$ cat src/common/demand_curve_cfg.svh
`ifndef DEMAND_CURVE_CFG_SVH
`define DEMAND_CURVE_CFG_SVH

// ****************************************
// nonvolatile curve storage
// ****************************************
`define DCT_NVM_BASE   6'h20
`define DCT_NVM_LAST   6'h3f
`define DCT_POINTS     32
`define DCT_WORD_W     18
`define DCT_IN_LSB     9
`define DCT_DEMAND_W   9

// ****************************************
// demand range and arithmetic
// ****************************************
`define DCT_FULL       9'h1ff
`define DCT_DIV_STEPS  5'h12

`endif

$ cat src/common/demand_curve_pkg.sv
`default_nettype none

package demand_curve_pkg;

	// ****************************************
	// sequencer states, one-hot
	// ****************************************
	typedef enum logic [3:0] {
		ST_IDLE = 4'h1,
		ST_WAIT = 4'h2,
		ST_DIV  = 4'h4,
		ST_DONE = 4'h8
	} state_type;

	// ****************************************
	// control modes giving the output its meaning
	// ****************************************
	typedef enum logic [1:0] {
		MODE_SPEED  = 2'h0,
		MODE_TORQUE = 2'h1,
		MODE_POWER  = 2'h2,
		MODE_OPEN   = 2'h3
	} ctrl_mode_type;

	// ****************************************
	// all state of the transformer
	// ****************************************
	typedef struct packed {
		state_type     st;
		logic          ready;
		logic          out_valid;
		logic [8:0]    out;
		ctrl_mode_type out_mode;
		ctrl_mode_type mode;
		logic          rd_en;
		logic [5:0]    addr;
		logic [4:0]    idx;
		logic [8:0]    x;
		logic [8:0]    px;
		logic [8:0]    py;
		logic [8:0]    cx;
		logic [8:0]    cy;
		logic          neg;
		logic [8:0]    dx;
		logic [17:0]   num;
		logic [9:0]    rem;
		logic [17:0]   quo;
		logic [4:0]    cnt;
		logic          interp;
	} core_type;

endpackage

`default_nettype wire

$ cat src/rtl/demand_curve_transformer.sv
`include "demand_curve_cfg.svh"
`default_nettype none

// Summary of operation
// - curve words live at nvm addresses 32..63
// - 9-bit unsigned demand in, 9-bit out
// - same mapping in every control mode
// - open loop: 511 means full motor supply
// - closed loop: 511 means configured range maximum
// - corners stored, between them linear interpolation
// - word: input upper nine, output lower nine
// - first input of 511 ends the curve
// - up to 32 corner points
// - disabled: identity curve, input passes through
module demand_curve_transformer #(
	parameter int unsigned POINTS = `DCT_POINTS
) (
	// clock and reset
	input  wire logic                          ref_clk,
	input  wire logic                          rstn,
	// demand request
	input  wire logic                          demand_valid,
	input  wire logic [8:0]                    demand_in,
	input  wire demand_curve_pkg::ctrl_mode_type ctrl_mode,
	input  wire logic                          map_enable,
	output var  logic                          demand_ready,
	// mapped demand
	output var  logic                          demand_out_valid,
	output var  logic [8:0]                    demand_out,
	output var  demand_curve_pkg::ctrl_mode_type demand_out_mode,
	// nonvolatile memory read port
	output var  logic                          nvm_rd_en,
	output var  logic [5:0]                    nvm_addr,
	input  wire logic [`DCT_WORD_W-1:0]        nvm_rd_data
);

	// ****************************************
	// field decoding
	// ****************************************

	// input demand of a corner word
	function automatic logic [8:0] in_field(input logic [`DCT_WORD_W-1:0] w);
		in_field = w[`DCT_WORD_W-1:`DCT_IN_LSB];
	endfunction

	// output demand of a corner word
	function automatic logic [8:0] out_field(input logic [`DCT_WORD_W-1:0] w);
		out_field = w[`DCT_IN_LSB-1:0];
	endfunction

	// ****************************************
	// state
	// ****************************************
	demand_curve_pkg::core_type q;
	demand_curve_pkg::core_type d;

	logic [8:0]  w_in;
	logic [8:0]  w_out;
	logic        consume;
	logic [9:0]  shifted;
	logic [9:0]  sum;

	// current word and the cycle it is valid in
	assign w_in    = in_field(nvm_rd_data);
	assign w_out   = out_field(nvm_rd_data);
	assign consume = (q.st == demand_curve_pkg::ST_WAIT) && !q.rd_en;

	// ****************************************
	// next state
	// ****************************************

	// sequencer, search and divider
	always_comb begin
		d           = q;
		d.out_valid = 1'b0;
		d.rd_en     = 1'b0;
		d.interp    = 1'b0;
		shifted     = '0;
		sum         = '0;
		unique case (q.st)
			demand_curve_pkg::ST_IDLE: begin
				if (demand_valid) begin
					d.x    = demand_in;
					d.mode = ctrl_mode;
					if (!map_enable) begin
						// identity curve (0,0)-(511,511)
						d.out       = demand_in;
						d.out_mode  = ctrl_mode;
						d.out_valid = 1'b1;
					end else begin
						d.idx   = '0;
						d.px    = '0;
						d.py    = '0;
						d.rd_en = 1'b1;
						d.addr  = `DCT_NVM_BASE;
						d.st    = demand_curve_pkg::ST_WAIT;
					end
				end
			end
			demand_curve_pkg::ST_WAIT: begin
				if (consume) begin
					d.cx = w_in;
					d.cy = w_out;
					if (q.idx == '0 && q.x <= w_in) begin
						// below the first corner: hold its output
						d.out       = w_out;
						d.out_mode  = q.mode;
						d.out_valid = 1'b1;
						d.st        = demand_curve_pkg::ST_IDLE;
					end else if (q.x == w_in || (q.x < w_in && w_in <= q.px)) begin
						// on a corner, or a malformed falling input
						d.out       = w_out;
						d.out_mode  = q.mode;
						d.out_valid = 1'b1;
						d.st        = demand_curve_pkg::ST_IDLE;
					end else if (q.x < w_in) begin
						// inside the segment: set up the divide
						d.dx  = w_in - q.px;
						d.neg = w_out < q.py;
						d.num = (q.x - q.px) * (w_out < q.py ? q.py - w_out : w_out - q.py);
						d.rem = '0;
						d.quo = '0;
						d.cnt = '0;
						d.st  = demand_curve_pkg::ST_DIV;
					end else if (w_in == `DCT_FULL || q.idx == 5'(POINTS - 1)) begin
						// terminator or table end: later words ignored
						d.out       = w_out;
						d.out_mode  = q.mode;
						d.out_valid = 1'b1;
						d.st        = demand_curve_pkg::ST_IDLE;
					end else begin
						// advance to the next word in address order
						d.px    = w_in;
						d.py    = w_out;
						d.idx   = q.idx + 5'h01;
						d.rd_en = 1'b1;
						d.addr  = `DCT_NVM_BASE + {1'b0, q.idx + 5'h01};
					end
				end
			end
			demand_curve_pkg::ST_DIV: begin
				// restoring divide, one quotient bit per cycle
				shifted = {q.rem[8:0], q.num[17]};
				d.num   = {q.num[16:0], 1'b0};
				if (shifted >= {1'b0, q.dx}) begin
					d.rem = shifted - {1'b0, q.dx};
					d.quo = {q.quo[16:0], 1'b1};
				end else begin
					d.rem = shifted;
					d.quo = {q.quo[16:0], 1'b0};
				end
				d.cnt = q.cnt + 5'h01;
				if (q.cnt == `DCT_DIV_STEPS - 5'h01) begin
					d.st = demand_curve_pkg::ST_DONE;
				end
			end
			demand_curve_pkg::ST_DONE: begin
				// truncated step added to the segment start, clamped
				if (q.neg) begin
					d.out = (q.quo[8:0] > q.py) ? 9'h000 : q.py - q.quo[8:0];
				end else begin
					sum   = {1'b0, q.py} + {1'b0, q.quo[8:0]};
					d.out = sum[9] ? `DCT_FULL : sum[8:0];
				end
				// duty in open loop, fraction of range otherwise
				d.out_mode  = q.mode;
				d.out_valid = 1'b1;
				d.interp    = 1'b1;
				d.st        = demand_curve_pkg::ST_IDLE;
			end
		endcase
		d.ready = (d.st == demand_curve_pkg::ST_IDLE);
	end

	// ****************************************
	// registers
	// ****************************************

	// synchronous active-low reset
	always_ff @(posedge ref_clk) begin
		if (!rstn) begin
			q       <= '0;
			q.st    <= demand_curve_pkg::ST_IDLE;
			q.ready <= 1'b1;
		end else begin
			q <= d;
		end
	end

	// outputs straight from the state register
	assign demand_ready     = q.ready;
	assign demand_out_valid = q.out_valid;
	assign demand_out       = q.out;
	assign demand_out_mode  = q.out_mode;
	assign nvm_rd_en        = q.rd_en;
	assign nvm_addr         = q.addr;

	logic [8:0] seg_lo;
	logic [8:0] seg_hi;

	// bounds of the segment just interpolated
	assign seg_lo = (q.py < q.cy) ? q.py : q.cy;
	assign seg_hi = (q.py < q.cy) ? q.cy : q.py;
endmodule

`default_nettype wire

$ cat config.mk
export PLATFORM = sky130hd
export DESIGN_NAME = demand_curve_transformer
export DESIGN_NICKNAME = d
export VERILOG_FILES = /design/src/common/demand_curve_pkg.sv /design/src/rtl/demand_curve_transformer.sv
export VERILOG_INCLUDE_DIRS = /design/src /design/src/common
export SDC_FILE = /design/constraint.sdc
export NUM_CORES = 1
export LEC_CHECK = 0
export BUFFER_PORTS_ARGS = -buffer_cell sky130_fd_sc_hd__buf_2
export CAP_MARGIN = 30
export CORE_MARGIN = 2
export CORE_UTILIZATION = 58
export DETAILED_ROUTE_END_ITERATION = 10
export HOLD_SLACK_MARGIN = 0.06
export MAX_ROUTING_LAYER = met4
export PLACE_DENSITY = 0.84
export SLEW_MARGIN = 20
export SYNTH_ARGS = -nofsm -noshare
export SYNTH_HDL_FRONTEND = slang
export SYNTH_SLANG_ARGS = --single-unit
$ cat constraint.sdc
create_clock -name ref_clk -period 7.5 [get_ports ref_clk]
set_input_delay 1.5 -clock ref_clk [delete_from_list [all_inputs] [get_ports ref_clk]]
set_output_delay 1.5 -clock ref_clk [all_outputs]
set_load 0.02 [all_outputs]
# Word-level counts from Yosys, hierarchy flattened
# Index checks and enable logic that the tools add are counted.
dict set report totals {
  inputBits 33
  out_inout_bits 20
  reg_bits 135
  elab_cells 115
}
dict set report classes {
  n_eq_ne 20
  n_reduce_logical 16
  magnitude_cmp 6
  bitwise 2
  muxes 40
  add_sub_neg 10
  n_mul 1
}
# operator n
set ops {}
lappend ops {{two-way mux 61 bit} 3}
lappend ops {{two-way mux 12 bit} 12}
lappend ops {{two-way mux 18 bit} 6}
lappend ops {{case mux 51 bit (2 select lines)} 1}
lappend ops {{two-way mux 97 bit} 1}
lappend ops {{two-way mux 53 bit} 1}
lappend ops {{case mux 12 bit (3 select lines)} 1}
lappend ops {{case mux 18 bit (2 select lines)} 1}
lappend ops {{two-way mux 4 bit} 8}
lappend ops {{subtractor 9 x 9 -> 10 bit} 3}
lappend ops {{two-way mux 28 bit} 1}
lappend ops {{two-way mux 9 bit} 3}
lappend ops {{case mux 12 bit (2 select lines)} 1}
lappend ops {{less-or-equal comparator 9 bit} 2}
lappend ops {{less-than comparator 9 bit} 2}
lappend ops {{multiplier 10 x 18 -> 18 bit} 1}
lappend ops {{subtractor 9 bit} 2}
lappend ops {{inequality test 2 bit, second input constant} 8}
lappend ops {{case mux 4 bit (4 select lines)} 1}
lappend ops {{adder 5 x 1 -> 5 bit, second input constant} 2}
lappend ops {{adder 9 x 9 -> 10 bit} 1}
lappend ops {{equality test 5 bit, second input constant} 2}
lappend ops {{greater-or-equal comparator 10 x 9 -> 1 bit} 1}
lappend ops {{AND reduction 5 bit} 2}
lappend ops {{other kinds (22)} 29}

# Depth between registers and ports, before layout
dict set report depth {
  word_depth 9
  depth_mapped 34
  ltp_nobuf 32
}

# Worst setup path before layout
# No wires, ideal clock.
dict set report synth_timing {
  kind {in2reg}
  startpoint {in nvm_rd_data[0]}
  endpoint {reg q[51] (netlist name)}
  t_required_ns 7.371
  setup_time_ns 0.129
  cell_stages 33
  path_slack_ns -0.499
  t_arrival_ns 7.870
  path_cell_list {inv_1 -> ha_1 -> inv_1 -> fa_1 -> a211oi_2 -> o21ai_1 -> a221o_1 -> buf_6 -> buf_6 -> nor3_1 -> a21oi_1 -> xor2_1 -> nand2_1 -> fa_1 -> inv_1 -> fa_1 -> inv_1 -> fa_1 -> inv_1 -> fa_1 -> inv_1 -> fa_1 -> inv_1 -> ha_1 -> o21ai_0 -> nand2b_1 -> nand4_1 -> a31oi_1 -> nor2_1 -> a21oi_1 -> a31oi_1 -> xnor2_1 -> o22ai_2}
}
dict set report synth_via {
  elab_chain_len 8
}
# element line
set synth_rtl {}
lappend synth_rtl {{from (decl)} demand_curve_transformer.sv:34} ;# input wire logic [`DCT_WORD_W-1:0] nvm_rd_data
lappend synth_rtl {{subtractor 9 x 9 -> 10 bit / less-than comparator 9 bit (equally long branches)} demand_curve_transformer.sv:120} ;# d.num = (q.x - q.px) * (w_out < q.py ? q.py - w_out : w_out - q.py);
lappend synth_rtl {{two-way mux 18 bit (*)} demand_curve_transformer.sv:120}
lappend synth_rtl {{multiplier 10 x 18 -> 18 bit (*)} demand_curve_transformer.sv:120}
lappend synth_rtl {{two-way mux 61 bit (*)} demand_curve_transformer.sv:116} ;# end else if (q.x < w_in) begin
lappend synth_rtl {{two-way mux 61 bit (*)} demand_curve_transformer.sv:110} ;# end else if (q.x == w_in || (q.x < w_in && w_in <= q.px)) begin
lappend synth_rtl {{two-way mux 61 bit (*)} demand_curve_transformer.sv:104} ;# if (q.idx == '0 && q.x <= w_in) begin
lappend synth_rtl {{two-way mux 97 bit (*)} demand_curve_transformer.sv:101} ;# if (consume) begin
lappend synth_rtl {{case mux 51 bit (2 select lines) (*)} demand_curve_transformer.sv:80} ;# unique case (q.st)
lappend synth_rtl {{to (decl)} demand_curve_transformer.sv:54} ;# demand_curve_pkg::core_type q;
# Mark *: on every way between the ends. The rest lies on a longest branch, timed or not. The select of a mux whose other input is x is not followed.
# A chain may end at the register's enable or synchronous reset.

# Worst setup path in the final report
# Same ends and word-level chain as after synthesis.

==> results.py <==
metrics = {
    "place": {
        "dp_slack_ns": -0.7936,
        "dp.final_hpwl_um": 21800,
        "io_buffers": 52,
        "gp_congestion": 0.9515,
    },
    "critical_path": {
        "cp_data_arrival_time_ns": 8.03,
        "critPathLaunchType": "input port",
        "max_stage_delay_ns": 0.54,
        "cp.required_ns": 7.72,
        "critical_path.startpoint": "nvm_rd_data[0]",
        "r2r_slack_ns": 0.50,
        "crit_top_cell": "fa_1",
        "r2r_end": "q[51]$_SDFFE_PN0P_",
        "end_kind": "flip-flop",
        "crit_fanout": 7,
        "critPathSlowestCell": "fa_1",
        "r2r-start": "q[80]$_SDFFE_PN0P_",
        "worstSetupPathType": "input port to flip-flop",
        "reg2regPathDepth": 28,
    },
    "global_routing": {
        "antenna_found_initial": 1,
        "grtUsageTotal_pct": 29.14,
        "grt_pass1_wl_um": 46460,
        "grt_max_degree": 86,
        "grt_pass1_vias": 9914,
        "overflow": 0,
    },
    "drt": {
        "first_iter_violations": 732,
        "vias_per_cell": 5.830,
        "vias": 10010,
        "wl_per_cell_um": 16.66,
        "drc": 0,
        "dr.pass1.iters": 5,
        "drt.antenna.violating_nets": 0,
        "finalWirelength_um": 28600,
    },
    "sta": {
        "layout_setup_ws_ns": -0.3094,
        "hold_violations": 0,
        "min_period_ns": 7.809,
        "setup_tns_ns": -1.370,
        "slew_violations": 0,
        "fin_worst_skew_ns": 0.01341,
        "fmax_ghz": 0.1281,
        "rsz0062_at_grt": "yes",
        "setup_violations": 7,
        "tightestPinTransition_ns": 1.025,
        "fin_crit_sh_pct": 104.1,
        "slew_headroom_pct": 31.67,
    },
    "cells_and_area": {
        "final_common_cell": "inv_1",
        "drive_above_1_share_pct": 17.14,
        "syn_to_final_growth_pct": 15.93,
        "final_nets": 1721,
        "nFillCells": 1402,
        "final_cell_mix": "inv_1, nand2_1, ha_1, dfxtp_1, a21oi_1",
    },
    "cts": {
        "cts_max_level": 3,
        "clk_pin_slew_ns": 0.08,
        "cts-root-buf": "clkbuf_16",
        "clock_latency_ns": 0.36,
        "cts_tree": "built",
        "cts.sinks": 104,
        "clock_tree.buffer_depth": 2,
        "cts_buffers": 9,
    },
    "hold_path": {
        "worstHoldPathType": "flip-flop to flip-flop",
        "hold-path-endpoint": "q[91]$_SDFFE_PN0P_",
        "min_from": "q[91]$_SDFFE_PN0P_",
        "hold_path_depth": 2,
    },
    "status": {
        "violations": "negative setup slack",
        "status": "complete, but fails checks",
    },
    "pwr": {
        "max-vdd-ir-drop_mv": 0.4524,
        "powerDensity_nw_per_um2": 331.8,
        "finalPower_mw": 4.282,
        "leakagePower_nw": 5.891,
    },
    "yosys": {
        "synth_area_leaders": "dfxtp_1, fa_1, ha_1, inv_1, nand2_1",
        "syn_inst": 1376,
        "synth_area_sq_um": 11130,
        "synth_edf_count": 0,
        "seq_area_frac_synth_pct": 18.70,
        "yosysUniqueCellTypes": 75,
        "synth_top_area_share_pct": 18.70,
        "synth-main-ff-cell": "dfxtp_1",
        "syn-num-nets": 1620,
        "ys_seq_elements": 104,
        "yosys_warnings": 0,
        "async_reset_ff_share_pct": 0,
        "synth.avg_cell_area_sq_um": 8.090,
        "yosysTopAreaCell": "dfxtp_1",
    },
    "floorplan": {
        "start_util_pct": 59.31,
        "fp.dieW_um": 142.5,
        "coreArea_sq_um": 18770,
        "rows": 50,
        "io_pins": 53,
        "die_h_um": 142.5,
        "die_area_sq_um": 20320,
    },
    "flow_run": {
        "cap_violations": 0,
    },
}
## what timing repair did
item / in CTS / in global routing
setup buffers: 6 / 6
pin swaps: 34 / 23
gates cloned: 1 / 0
hold endpoints to repair: 0 / 0
hold buffers: 0 / 0
gates resized for setup: 23 / 21
endpoints found under the setup margin: 9 / 10
## routing by layer
metal	part of all wire, %	GRT usage [%]
met2	49	49.27
met1	41	35.22
met5	0	-
met3	6.0	3.970
met4	3.5	11.83
## state kept, by name (all words and copies together) (netlist names)
| signal | count |
|---|---|
| demand_out_valid | 1 |
| demand_out | 9 |
| nvm_addr | 6 |
| q | 84 |
| demand_ready | 1 |
| nvm_rd_en | 1 |
| demand_out_mode | 2 |
## how the worst max path moves through the flow
stage | end | slack (ns) | cells past startpoint
6_report | q[51]$_SDFFE_PN0P_ | -0.31 | 30
3_3_place_gp | q[49]$_SDFFE_PN0P_ | -0.58 | 33
2_1_floorplan | q[51]$_SDFFE_PN0P_ | -0.20 | 32
5_1_grt | q[51]$_SDFFE_PN0P_ | -0.58 | 28
3_5_place_dp | q[51]$_SDFFE_PN0P_ | -0.79 | 32
4_1_cts | q[51]$_SDFFE_PN0P_ | -0.19 | 27
## cells in the mapped netlist (4+ instances only)
cell type,n
a21oi_1,109
o2111ai_1,6
nor2b_1,27
a21o_1,9
nand4_1,9
o21ai_0,36
nor3b_1,15
nand2b_1,17
nor2_1,83
and3_1,8
nand3_1,38
buf_2,8
o21a_1,10
clkbuf_1,33
o211ai_1,4
o21bai_1,4
o21ai_1,10
a211o_1,5
buf_4,19
inv_1,216
o31ai_1,4
and2_1,13
a211oi_1,6
nor4_1,4
ha_1,122
mux2i_1,9
a31oi_1,8
fa_1,89
nand2_1,162
dfxtp_1,104
o31a_1,8
xnor2_1,41
nor3_1,16
a22oi_1,28
nand3b_1,5
or3_1,11
xor2_1,13
a22o_1,10
## cell type report
class / count / area (sq um) / share of cell area (%)
diodes: 1 / 2.502 / 0.01939
clock buffers: 9 / 225.2 / 1.745
clock inverters: 7 / 70.07 / 0.5430
inverters: 217 / 827.0 / 6.409
multi-input cells: 992 / 8317 / 64.45
flip-flops and latches: 104 / 2082 / 16.13
well taps: 234 / 292.8 / 2.269
repair buffers: 153 / 1089 / 8.435
## report_power, final
group / internal, mW / total (mW) / switching, mW
Clock: 0.235 / 0.478 / 0.243
Sequential: 0.564 / 0.575 / 0.0109
Combinational: 1.57 / 3.23 / 1.66
## through the flow
step	area [sq um]	hold slack (ns)	instances	utilization, %
final	12900	0.4544	1717	68.76
after global routing	12900	0.4688	1717	68.76
after CTS	12760	0.4534	1710	68.00
after detailed placement	12310	0.4432	1688	65.61
after global placement	12260	0.4375	1685	65.34
after floorplan	11370	0.4316	1376	-
## worst max-delay path, delay by kind of cell
kind	cells	cell delay [ns]
buffers and inverters	7	0.54
adder cells (fa/ha/maj)	8	3.33
AND/OR/NAND/NOR	3	0.26
multiplexers	1	0.25
XOR/XNOR	2	0.43
AO/OA/AOI/OAI	9	1.73
## kinds of logic after synthesis
logic type / synth area share, %
AOI/OAI and AO/OA: 17.04
and+or+nand+nor: 18.06
buffers and inverters: 10.41
xor gates and xnor gates: 4.957
adders and majority gates: 29.72
DFF: 18.70
muxes: 1.113
Note: power is estimated with default switching activity, not from simulation.
